**config.mk**
```make
export PLATFORM = sky130hd
export DESIGN_NAME = thl_timer
export DESIGN_NICKNAME = d
export VERILOG_FILES = /design/src/hdl/thl_pkg.sv /design/src/hdl/thl_timer.sv
export SDC_FILE = /design/constraint.sdc
export NUM_CORES = 1
export LEC_CHECK = 0
export BUFFER_PORTS_ARGS = -buffer_cell sky130_fd_sc_hd__buf_2
export CAP_MARGIN = 0
export CORE_UTILIZATION = 50
export DETAILED_ROUTE_END_ITERATION = 10
export PLACE_DENSITY = 0.83
export SLEW_MARGIN = 20
export SYNTH_ARGS = -nofsm -noshare
export SYNTH_HDL_FRONTEND = slang
export SYNTH_SLANG_ARGS = --single-unit
export TNS_END_PERCENT = 10
```
**constraint.sdc**
```tcl
create_clock -name i_sys_clk -period 4 [get_ports i_sys_clk]
set_input_delay 0.8 -clock i_sys_clk [delete_from_list [all_inputs] [get_ports i_sys_clk]]
set_output_delay 0.8 -clock i_sys_clk [all_outputs]
set_load 0.01 [all_outputs]
```
**src/hdl/thl_pkg.sv**
```systemverilog
// Shared constants and types for the limit timer mode control.
// Assumes a single system clock; the timer clock is the prescaler tick.
package thl_pkg;

   // Widths of the count, prescaler, postscaler, source select and mode field.
   localparam int CNT_W  = 8;
   localparam int PRE_W  = 7;
   localparam int POST_W = 4;
   localparam int SRC_W  = 3;
   localparam int MODE_W = 5;

   // Mode field layout: family in the upper bits, variant in the lower.
   localparam int MODE_FAM_HI = 4;
   localparam int MODE_FAM_LO = 3;
   localparam int MODE_VAR_HI = 2;

   // Mode families.
   localparam logic [1:0] FAM_FREE = 2'h0;
   localparam logic [1:0] FAM_ONE  = 2'h1;
   localparam logic [1:0] FAM_MONO = 2'h2;
   localparam logic [1:0] FAM_RSVD = 2'h3;

   // Variants.
   localparam logic [2:0] VAR_0 = 3'h0;
   localparam logic [2:0] VAR_1 = 3'h1;
   localparam logic [2:0] VAR_2 = 3'h2;
   localparam logic [2:0] VAR_3 = 3'h3;
   localparam logic [2:0] VAR_4 = 3'h4;
   localparam logic [2:0] VAR_5 = 3'h5;
   localparam logic [2:0] VAR_6 = 3'h6;
   localparam logic [2:0] VAR_7 = 3'h7;

   // Reset values.
   localparam logic [CNT_W-1:0]  COUNT_RST = 8'h00;
   localparam logic [PRE_W-1:0]  PRE_RST   = 7'h00;
   localparam logic [POST_W-1:0] POST_RST  = 4'h0;

   // Timing in timer clocks that the trigger source must honour.
   localparam int TRIG_SPACING_CLK = 6;
   localparam int LEVEL_HOLD_CLK   = 3;

   // Sequencer state for started modes.
   typedef enum logic {
      THL_WAIT,
      THL_RUN
   } thl_state_t;

endpackage

```
**src/hdl/thl_timer.sv**
```systemverilog
// Mode control of an 8-bit period timer with hardware limit.
// Assumes inputs synchronous to i_sys_clk; software strobes are one-cycle pulses.
`timescale 1ns/10ps
`default_nettype none

// Operation
// - One external signal, picked by a source select, starts, stops or resets.
// - Five-bit mode: upper two bits family, lower three bits variant.
// - Debug freeze makes the timer ignore the external signal.
// - Mode 00000 counts while on, holds while off.
// - Free modes: on period match, clear and keep counting.
// - Mode 00001 counts while on and external signal high.
// - Mode 00010 counts while on and external signal low.
// - Free 011/100/101 clear count on any, rising or falling edge.
// - Free 110/111 hold count cleared on low or high level.
// - One-shot 000 starts as soon as on is set.
// - One-shot match clears on bit and stops at zero.
// - One-shot 001/010/011 start on rising, falling or any edge.
// - After on was off, a fresh edge is needed to restart.
// - Monostable match stops at zero, on bit kept for retrigger.
// - Period interrupt at postscaler match, gated by interrupt enable.
// - On bit and external signal pass two synchronising stages.
// - Count write, control write, reset or external reset clear scalers.
module thl_timer
   import thl_pkg::*;
(
   // Clock and reset
   input  wire logic              i_sys_clk,
   input  wire logic              i_rst_n,
   // Control and configuration
   input  wire logic              i_ctrl_wr,
   input  wire logic              i_ctrl_on,
   input  wire logic [2:0]        i_prescale_select,
   input  wire logic [POST_W-1:0] i_postscale_select,
   input  wire logic [MODE_W-1:0] i_limit_timer_control,
   input  wire logic [SRC_W-1:0]  i_ext_reset_source_select,
   input  wire logic              i_timer_irq_enable,
   input  wire logic              i_debug_freeze,
   // Count and period
   input  wire logic              i_count_wr,
   input  wire logic [CNT_W-1:0]  i_count_wdata,
   input  wire logic [CNT_W-1:0]  i_period_value,
   // External reset sources
   input  wire logic [7:0]        i_external_reset_input,
   // Status
   output logic [CNT_W-1:0]       o_timer_count,
   output logic                   o_on,
   output logic                   o_postscaled,
   output logic                   o_timer_irq
);

   function automatic logic is_reserved(input logic [MODE_W-1:0] m);
      logic [1:0] f;
      logic [2:0] v;
      f = m[MODE_FAM_HI:MODE_FAM_LO];
      v = m[MODE_VAR_HI:0];
      return (f == FAM_RSVD) ||
             (f == FAM_MONO && (v == VAR_0 || v == VAR_4 || v == VAR_5));
   endfunction

   logic [CNT_W-1:0]  count_r;
   logic              on_r;
   logic              on_q1_r;
   logic              on_q2_r;
   logic              ers_s1_r;
   logic              ers_s2_r;
   logic              ers_lvl_r;
   logic              ers_prev_r;
   logic              rise_p_r;
   logic              fall_p_r;
   logic [PRE_W-1:0]  pre_r;
   logic [POST_W-1:0] post_r;
   thl_state_t        state_r;

   logic [1:0]        fam;
   logic [2:0]        vsel;
   logic              rsvd;
   logic              on_act;
   logic              ext_sel;
   logic              rise_e;
   logic              fall_e;
   logic              tick;
   logic [PRE_W-1:0]  pre_mask;
   logic              gate;
   logic              start;
   logic              rst_evt;
   logic              run;
   logic              match;
   logic              post_hit;
   logic              scl_clr;

   assign fam      = i_limit_timer_control[MODE_FAM_HI:MODE_FAM_LO];
   assign vsel     = i_limit_timer_control[MODE_VAR_HI:0];
   assign rsvd     = is_reserved(i_limit_timer_control);
   assign on_act   = on_r && on_q2_r;
   assign ext_sel  = i_external_reset_input[i_ext_reset_source_select];
   assign rise_e   = rise_p_r || (ers_lvl_r && !ers_prev_r);
   assign fall_e   = fall_p_r || (!ers_lvl_r && ers_prev_r);
   assign pre_mask = PRE_W'((8'h01 << i_prescale_select) - 8'h01);
   assign tick     = on_act && (pre_r == pre_mask);
   assign match    = (count_r == i_period_value);

   always_ff @(posedge i_sys_clk or negedge i_rst_n) begin
      if (!i_rst_n) begin
         ers_s1_r <= 1'b0;
         ers_s2_r <= 1'b0;
         on_q1_r  <= 1'b0;
         on_q2_r  <= 1'b0;
      end else begin
         ers_s1_r <= ext_sel;
         ers_s2_r <= ers_s1_r;
         on_q1_r  <= on_r;
         on_q2_r  <= on_q1_r;
      end
   end

   always_ff @(posedge i_sys_clk or negedge i_rst_n) begin
      if (!i_rst_n) begin
         ers_lvl_r  <= 1'b0;
         ers_prev_r <= 1'b0;
      end else if (!i_debug_freeze) begin
         ers_lvl_r  <= ers_s2_r;
         ers_prev_r <= ers_lvl_r;
      end
   end

   // Edges are held until the next timer tick, so a slow prescale misses none.
   always_ff @(posedge i_sys_clk or negedge i_rst_n) begin
      if (!i_rst_n) begin
         rise_p_r <= 1'b0;
         fall_p_r <= 1'b0;
      end else if (tick || !on_act) begin
         rise_p_r <= 1'b0;
         fall_p_r <= 1'b0;
      end else begin
         rise_p_r <= rise_e;
         fall_p_r <= fall_e;
      end
   end

   always_comb begin
      gate    = 1'b0;
      start   = 1'b0;
      rst_evt = 1'b0;
      unique case (fam)
         FAM_FREE: begin
            gate = 1'b1;
            unique case (vsel)
               VAR_0: gate = 1'b1;
               VAR_1: gate = ers_lvl_r;
               VAR_2: gate = !ers_lvl_r;
               VAR_3: rst_evt = rise_e || fall_e;
               VAR_4: rst_evt = rise_e;
               VAR_5: rst_evt = fall_e;
               VAR_6: rst_evt = !ers_lvl_r;
               VAR_7: rst_evt = ers_lvl_r;
            endcase
         end
         FAM_ONE: begin
            unique case (vsel)
               VAR_0: start = 1'b1;
               VAR_1: start = rise_e;
               VAR_2: start = fall_e;
               VAR_3: start = rise_e || fall_e;
               VAR_4: begin
                  start   = rise_e;
                  rst_evt = rise_e;
               end
               VAR_5: begin
                  start   = fall_e;
                  rst_evt = fall_e;
               end
               VAR_6: begin
                  start   = rise_e;
                  rst_evt = !ers_lvl_r;
               end
               VAR_7: begin
                  start   = fall_e;
                  rst_evt = ers_lvl_r;
               end
            endcase
         end
         FAM_MONO: begin
            unique case (vsel)
               VAR_1: start = rise_e;
               VAR_2: start = fall_e;
               VAR_3: start = rise_e || fall_e;
               VAR_6: begin
                  start   = ers_lvl_r;
                  rst_evt = !ers_lvl_r;
               end
               VAR_7: begin
                  start   = !ers_lvl_r;
                  rst_evt = ers_lvl_r;
               end
               default: start = 1'b0;
            endcase
         end
         FAM_RSVD: start = 1'b0;
      endcase
   end

   assign run = tick && !rsvd &&
                ((fam == FAM_FREE) ? gate : (state_r == THL_RUN || start));
   assign post_hit = run && !rst_evt && match && (post_r == i_postscale_select);
   assign scl_clr  = i_count_wr || i_ctrl_wr || (run && rst_evt);

   // Count, on bit and start sequencer.
   always_ff @(posedge i_sys_clk or negedge i_rst_n) begin
      if (!i_rst_n) begin
         count_r <= COUNT_RST;
         on_r    <= 1'b0;
         state_r <= THL_WAIT;
      end else begin
         // A software write of the on bit wins over the hardware clear.
         if (i_ctrl_wr) begin
            on_r <= i_ctrl_on;
         end
         // Losing the on bit re-arms the start condition.
         if (!on_act) begin
            state_r <= THL_WAIT;
         end
         if (i_count_wr) begin
            count_r <= i_count_wdata;
         end else if (run) begin
            if (fam != FAM_FREE) begin
               state_r <= THL_RUN;
            end
            if (rst_evt) begin
               count_r <= COUNT_RST;
            end else if (match) begin
               count_r <= COUNT_RST;
               if (fam == FAM_ONE) begin
                  state_r <= THL_WAIT;
                  if (!i_ctrl_wr) begin
                     on_r <= 1'b0;
                  end
               end
               if (fam == FAM_MONO) begin
                  state_r <= THL_WAIT;
               end
            end else begin
               count_r <= count_r + 8'h01;
            end
         end
      end
   end

   always_ff @(posedge i_sys_clk or negedge i_rst_n) begin
      if (!i_rst_n) begin
         pre_r  <= PRE_RST;
         post_r <= POST_RST;
      end else if (scl_clr) begin
         pre_r  <= PRE_RST;
         post_r <= POST_RST;
      end else begin
         pre_r <= (tick || !on_act) ? PRE_RST : pre_r + 7'h01;
         if (post_hit) begin
            post_r <= POST_RST;
         end else if (run && match) begin
            post_r <= post_r + 4'h1;
         end
      end
   end

   always_ff @(posedge i_sys_clk or negedge i_rst_n) begin
      if (!i_rst_n) begin
         o_postscaled <= 1'b0;
         o_timer_irq  <= 1'b0;
      end else begin
         o_postscaled <= post_hit;
         o_timer_irq  <= post_hit && i_timer_irq_enable;
      end
   end

   assign o_timer_count = count_r;
   assign o_on          = on_r;
endmodule

`default_nettype wire

```
==> Word level (Yosys, flattened, before mapping) <==
Cells that the tools add are included.
Widths: inputs -> output; s select.
{ "totals": {"ff_bits": 31, "input_bits": 46, "elab_cells": 106, "output_inout_bits": 11} }
{ "classes": {"magnitude_cmp": 1, "n_mux": 37, "shift": 1, "eq_ne": 13, "n_reduce_logical": 35, "n_addsub": 4} }
{ "ops": {"columns": ["cell", "count"], "rows": [
  ["$mux 8", 4],
  ["$mux 1", 19],
  ["$mux 7", 2],
  ["$logic_and 1x1->1", 13],
  ["$eq 3x3->1 const B", 4],
  ["$mux 4", 3],
  ["$logic_or 1x1->1", 10],
  ["$pmux 1 s5", 2],
  ["$add 8x1->8 const B", 1],
  ["$eq 8x8->1", 1],
  ["$pmux 1 s4", 2],
  ["$add 7x1->7 const B", 1],
  ["$eq 7x7->1", 1],
  ["$shl 1x3->7 const A", 1],
  ["$sub 7x1->7 const B", 1],
  ["$eq 3x2->1 const B", 2],
  ["$pmux 1 s2", 3],
  ["$reduce_or 3->1", 2],
  ["$logic_not 1->1", 5],
  ["$add 4x1->4 const B", 1],
  ["$eq 2x2->1 const B", 2],
  ["$eq 4x4->1", 1],
  ["$lt 3x4->1 const B", 1],
  ["$reduce_bool 2->1", 2],
  ["7 further kinds", 7]
]} }

==> Logic depth before layout (Yosys ltp) <==
Gate-level depths: netlist (run 1).
{ "depth": {"ltp_word": 14, "depth_mapped": 9, "depth_no_buf": 9} }

==> Least setup slack after synthesis (run 1) <==
Ideal clock, no wire load.
{ "synth_path": {"path_kind": "input to register", "startpoint": "input port i_prescale_select[1]", "endpoint": "register count_r[4] (netlist: o_timer_count[4])", "path_buffers": 2, "arrival_ns": 2.770, "t_required_ns": 3.918, "cell_stages": 8, "slack_ns": 1.148, "setup_ns": 0.082, "path_cell_list": "buf_6 -> or4_1 -> a32oi_1 -> nand3_1 -> a211o_1 -> buf_6 -> or4b_1 -> a31oi_1"} }
{ "synth_via": {"elab_chain_len": 7} }
{ "synth_rtl": {"columns": ["item", "line_no", "source"], "rows": [
  ["start, declared", "thl_timer.sv:33", "input wire logic [2:0] i_prescale_select,"],
  ["$shl 1x3->7", "thl_timer.sv:99", "assign pre_mask = PRE_W'((8'h01 << i_prescale_select) - 8'h01);"],
  ["$sub 7x1->7", "thl_timer.sv:99", null],
  ["$eq 7x7->1", "thl_timer.sv:100", "assign tick = on_act && (pre_r == pre_mask);"],
  ["$logic_and 1x1->1", "thl_timer.sv:100", null],
  ["$logic_and 1x1->1 (2 in series)", "thl_timer.sv:203", "assign run = tick && !rsvd &&"],
  ["$reduce_bool 2->1 (no source line)", null, null],
  ["end signal, assigned", "thl_timer.sv:224", "count_r <= i_count_wdata;"],
  ["end signal, assigned", "thl_timer.sv:243", "count_r <= count_r + 8'h01;"],
  ["end, declared", "thl_timer.sv:61", "logic [CNT_W-1:0] count_r;"]
]} }
Every way passes these cells.
A chain may end at the register's enable or synchronous reset.

==> Final worst setup path (run 1) <==
{ "layout_path": {"startpoint": "input port i_prescale_select[1]", "endpoint": "register post_r[2]"} }
{ "layout_via": {"elab_chain_len": 11, "elab_cells_between_ends": 15, "classes_between": "1 x add/sub; 1 x eq/ne; 1 x shift; 2 x mux; 10 x reduce/logical"} }
{ "layout_rtl": {"columns": ["item", "line_no", "source"], "rows": [
  ["$shl 1x3->7 *", "thl_timer.sv:99", null],
  ["$sub 7x1->7 *", "thl_timer.sv:99", null],
  ["$eq 7x7->1 *", "thl_timer.sv:100", null],
  ["$logic_and 1x1->1 *", "thl_timer.sv:100", null],
  ["$logic_and 1x1->1 * (2 in series)", "thl_timer.sv:203", null],
  ["$logic_and 1x1->1 (3 in series)", "thl_timer.sv:205", "assign post_hit = run && !rst_evt && match && (post_r == i_postscale_select);"],
  ["$mux 4", "thl_timer.sv:258", "if (post_hit) begin"],
  ["$mux 4", "thl_timer.sv:253", "end else if (scl_clr) begin"],
  ["end signal, assigned", "thl_timer.sv:261", "post_r <= post_r + 4'h1;"],
  ["end, declared", "thl_timer.sv:72", "logic [POST_W-1:0] post_r;"]
]} }
Mark *: on every way between the ends. The rest lies on a longest branch, timed or not.

==> metrics, run 1 <==
status=completed; crit path DAT=3140 ps; initial antenna violation count=0; CTS-repair resized insts=0; nets=342; CP max stage delay=580 ps; Synth Flop Type=dfrtp_1; CTS tree=built; Clk Latency, worst-skew pair=290 ps; Clock transition at path regs=60 ps; Reg power frac=0.425; max_cap viols=0; post-CTS setup buffers=0; largest net degree at the start of global routing=32; IO Port Bufs=56; main area contributors after synthesis=dfrtp_1 (36%), xor2_1 (4.9%), ha_1 (4.0%); Yosys cell types=55; Final ANT Viol Nets=0; Initial DRC Count=102; # hold bufs at CTS=0; CP cell instances=buf_2, or4_1, a32oi_1, nand4b_1, a21oi_1, a21oi_1, a221o_1; top-area cell type share of the netlist area=0.358; Multi-input gate area=0.00129 sq mm; Register Area=776 sq um; smallest setup slack after layout=1020 ps; Layout fillers=356; Syn Area/Cell=9.21 sq um; simple-gate area share of the yosys netlist=0.224; vias per cell=5.99; share of cells above drive strength 1=0.255; CTS max path bufs=2; Slew Limit Fails=0; die height=67.8 microns; Die W=67.8 microns; post-synthesis compound-gate area fraction=0.206; Post-DP HPWL=3.71 mm; CTS sink count=31; hold slack=376 ps; crit path time final=2980 ps; CP Max Fanout=10; final non-filler cell total=340; mux contribution to synthesized area=0.0410; register bit count reported by yosys=31; Internal Power=0.613 mW; cell family with most CP delay=compound AO/OA/AOI/OAI gates; sequential fraction of the synthesis area=0.358; clock root buffer=clkbuf_8; fin util=0.630; Sw Pwr=0.236 mW; Synth area leader=dfrtp_1; overall power=0.849 mW; vias in the first global route=1806; Initial Utilization=0.530; pre-CTS setup slack=773 ps; number of flops mapped to enable cells by yosys=0; floorplan row count=23; Async SR Flop Fraction=1.00; drt first pass iters=4; Final Cycle Share=0.744; cell mode on critical path=a21oi_1; DRC=0; H-tree depth=2; DR WL/cell=14.5 microns; Post-Route WL=4.92 mm; CP startpoint kind=primary input; GP Congestion=0.899; ANT cells=0; power share of the clock group=0.375; max frequency=0.336 GHz; synth warn=0; dpl cells=332; largest family of logic cells by synthesized area=simple AND/OR/NAND/NOR gates; post-synth net total=288; max reg flops=8; combinational share of power=0.200; static leakage=1.15 nW; grt total ovfl=0; post-synthesis instance total=235; crit path kind=in -> reg; Layout Skew=3.07 ps; unrepaired setup endpoints after global routing=no; area delta synth->final=18.8%; crit path buf inv count=1; XOR/XNOR share of the synthesized area=0.0850; Hold Path Class=reg -> reg; Worst Tran Pin Value=822 ps; Post-Syn Area=0.00216 sq mm; vias post-DR=2037; top-level I/O count=57; cell with the most instances after synthesis=dfrtp_1; first-pass GRT wire length=7.90 mm; adder-cell area share of the yosys netlist=0.0405; CP required=4170 ps; Crit. End Element=register; final setup TNS=0 ps; setup violators final=0; final std cell area, no fill=0.00257 sq mm; Die ar.=0.00460 sq mm; slowest CP cell=a21oi_1; relative slew slack=0.438; GRT Util Overall=0.236; Max VDD drop=220 uV; switching part of the total=0.278; Pwr Density=330 mW/mm^2; Core Area=0.00409 sq mm; Post-DP Area=0.00245 sq mm; Num CTS Buffers=5; final hold viol count=0; Synth top cells by count=dfrtp_1 (31), nor2_1 (22), nand3_1 (13)
## cell usage in the layout, fill, tap and decap left out, types with 2 or more instances in the layout
master      n
xor2_1     12
nand2_1    12
nor3b_1     2
a311oi_1    2
nand2b_1    9
o31ai_1     3
or3_1       2
nor2b_1     5
a2bb2oi_1   6
mux4_2      2
a221oi_1    2
or4_1       2
clkbuf_8    6
a21oi_1    11
o21ai_0     2
mux2_2      3
and3b_1     2
nor4_1      3
or4b_1      2
nor3_1      3
inv_1      12
buf_2      56
or2_2       4
ha_1        7
a211oi_1    2
xnor2_1     9
a31oi_1     4
nor2_1     22
nand3_1    13
a22o_1      2
a221o_1     2
dfrtp_1    31
o211ai_1    2
a211o_1     3
a2111oi_0   5
o21ai_1     4
and3_1      2
## kinds of logic (layout without fill, tap and decap cells)
family | after synthesis | after routing
AO/OA/AOI/OAI | 60 | 60
XOR/XNOR | 21 | 21
adder cells (fa/ha/maj) | 7 | 7
buffers and inverters | 21 | 76
flip-flops | 31 | 31
multiplexers | 6 | 6
AND/OR/NAND/NOR | 89 | 89
## final timing paths
kind	cells past startpoint	to	from	slack [ps]
worst min-delay path	0	on_q2_r	on_q1_r	380
worst min register to register	0	on_q2_r	on_q1_r	380
max in group asynchronous	1	o_postscaled	i_rst_n	3030
worst max register to register	7	post_r[2]	ers_lvl_r	1240
worst max-delay path	7	post_r[2]	i_prescale_select[1]	1020
min in group asynchronous	1	ers_s1_r	i_rst_n	540
## per-layer routing
| layer | vias to the layer above | GRT usage | part of all wire | routed length (microns) |
|---|---|---|---|---|
| met1 | 963 | 0.295 | 0.45 | 2210 |
| met3 | 11 | 0.0557 | 0.060 | 297 |
| met2 | 79 | 0.389 | 0.47 | 2300 |
| met4 | 0 | 0.0990 | 0.022 | 106 |
| li1 | 984 | - | - | - |
| met5 | - | 0 | 0 | 0 |
## area by class of cell
type	count	share of cell area
multi-input combinational	183	0.502
sequential	31	0.302
timing repair buffer	56	0.109
clock buffer	6	0.0321
tap	50	0.0243
inverter	12	0.0175
clock inverter	2	0.0136
## power by group through the flow
stage          sequential [mW]  clock [mW]  combinational (mW)
6_report                 0.361       0.319               0.170
5_1_grt                  0.364       0.339               0.187
4_1_cts                  0.360       0.324               0.170
3_5_place_dp             0.366           0               0.169
3_3_place_gp             0.365           0               0.164
2_1_floorplan            0.361           0               0.108
Note: power is estimated with default switching activity, not from simulation.
==> inputs of run 2 (changes only) <==
Clock period 4 ns to 2.98 ns, I/O delays scaled along.
==> run 2 against run 1 <==
Net effect: clock power is 35% higher; combinational power up 35%; cell area rose by 1.5%; clock skew is 2.5 ps higher; first-iteration DRC count is 18% higher; die area is the same; worst hold slack lost 40 ps; core utilization rose by 0.92 points; sequential share of layout area is 0.43 points lower; worst setup slack got worse by 700 ps.
==> metrics, run 2 (synthesized netlist as in run 1, its figures left out) <==
vias post-DR=2040 (+0.15%); Final ANT Viol Nets=0 (unchanged); Slew Limit Fails=0 (unchanged); CTS-repair resized insts=0 (unchanged); share of cells above drive strength 1=0.268 (+0.0126); largest net degree at the start of global routing=32 (unchanged); Post-Route WL=4.85 mm (-1.5%); drt first pass iters=4 (unchanged); most common cell after layout, fill and taps aside=buf_2; crit path DAT=2830 ps (-310 ps); CTS max path bufs=2 (unchanged); vias in the first global route=1796 (-0.55%); M1 WL=2.08 mm (-6.0%); unrepaired setup endpoints after global routing=no; max_cap viols=0 (unchanged); Internal Power=0.825 mW (+35%); Initial DRC Count=120 (+18%); CP startpoint kind=register; final setup TNS=0 ps (unchanged); # hold bufs at CTS=0 (unchanged); relative slew slack=0.555 (+0.117); clock root buffer=clkbuf_8; post-CTS setup buffers=0 (unchanged); power share of the clock group=0.378 (+0.003); DRC=0 (unchanged); nets=347 (+1.5%); die height=67.8 microns (unchanged); Initial Utilization=0.530 (unchanged); fin util=0.639 (+0.00919); CTS sink count=31 (unchanged); Final Cycle Share=0.891; grt total ovfl=0 (unchanged); most frequent cells in the layout=buf_2 (56), dfrtp_1 (31), nor2_1 (22); floorplan row count=23 (unchanged); CP Max Fanout=10 (unchanged); Num CTS Buffers=5 (unchanged); initial antenna violation count=0 (unchanged); IO Port Bufs=56 (unchanged); Die W=67.8 microns (unchanged); Post-DP HPWL=3.68 mm (-0.79%); smallest setup slack after layout=325 ps (-697 ps); switching part of the total=0.279 (+0.00102); Max VDD drop=291 uV (+32%); ANT cells=0 (unchanged); area delta synth->final=20.6%; Clk Latency, worst-skew pair=290 ps (about the same); max reg flops=8 (unchanged); vias per cell=5.91 (-1.3%); Layout Skew=5.59 ps (+2.52 ps); max frequency=0.377 GHz; met3 WL post-DR=361 microns (+22%); DR WL/cell=14.0 microns (-2.9%); crit path time final=2650 ps; combinational share of power=0.201 (about the same); Worst Tran Pin Value=667 ps (-155 ps); H-tree depth=2 (unchanged); hold slack=336 ps (-40.2 ps); pre-CTS setup slack=177 ps (-595 ps); CTS tree=built; Die ar.=0.00460 sq mm (unchanged); status=completed; first-pass GRT wire length=7.94 mm (+0.52%); Crit. End Element=register; Core Area=0.00409 sq mm (unchanged); setup violators final=0 (unchanged); GP Congestion=0.922 (+2.5%); static leakage=1.17 nW (+2.1%); Clock transition at path regs=70 ps (about the same); met2 wire len=2.32 mm (+1.0%); top-level I/O count=57 (unchanged); crit path kind=reg -> reg; Reg power frac=0.422 (-0.003); Hold Path Class=in -> async; Sw Pwr=0.320 mW (+35%); final hold viol count=0 (unchanged); CP required=3160 ps (-1010 ps); uppermost routed layer=met4; Pwr Density=439 mW/mm^2 (+33%); GRT Util Overall=0.236 (about the same)
run 2: cell types whose count changed in the layout (fill, tap and decap cells not counted), sizes merged:
cell / change
buf: +5
run 2: metrics by stage:
step / instances / power [mW] / area, sq um
4_1_cts: 345 / 1.15 / 2610
3_5_place_dp: 337 / 0.718 / 2490
3_3_place_gp: 337 / 0.713 / 2490
5_1_grt: 345 / 1.20 / 2610
6_report: 345 / 1.14 / 2610
2_1_floorplan: 235 / 0.629 / 2160
run 2: metal layers:
metal	vias up	GRT usage
met5	-	0
met4	0	0.0833
met3	9	0.0557
met2	81	0.384
met1	951	0.306
li1	999	-
run 2: final timing paths:
check | cells past startpoint | start | to | slack [ps]
max | 7 | ers_lvl_r | post_r[2] | 330
min | 1 | i_rst_n | o_timer_count[7] | 340
max reg2reg | 7 | ers_lvl_r | post_r[2] | 330
min reg2reg | 0 | on_q1_r | on_q2_r | 360
max in group asynchronous | 1 | i_rst_n | o_postscaled | 2210
min in group i_sys_clk | 0 | on_q1_r | on_q2_r | 360
run 2: final cells by class:
| type | count | area (sq um) |
|---|---|---|
| inverter | 12 | 45.0 |
| sequential | 31 | 776 |
| clock inverter | 2 | 35.0 |
| multi-input combinational | 183 | 1290 |
| fill | 336 | 1480 |
| tap | 50 | 62.6 |
| clock buffer | 6 | 82.6 |
| timing repair buffer | 61 | 318 |
run 2: critical path, stage by stage (launching register included):
cell and delay (ps):
dfrtp_1 500, nand2b_1 140, nor2b_1 210, a2111o_1 440
a211oi_2 520, or2_2 240, a21oi_1 120, a221o_1 360
run 2: power by group through the flow:
| stage | sequential [mW] | clock [mW] | combinational [mW] |
|---|---|---|---|
| 2_1_floorplan | 0.484 | 0 | 0.146 |
| 3_3_place_gp | 0.490 | 0 | 0.224 |
| 3_5_place_dp | 0.490 | 0 | 0.228 |
| 4_1_cts | 0.483 | 0.438 | 0.229 |
| 5_1_grt | 0.489 | 0.461 | 0.254 |
| 6_report | 0.483 | 0.432 | 0.230 |
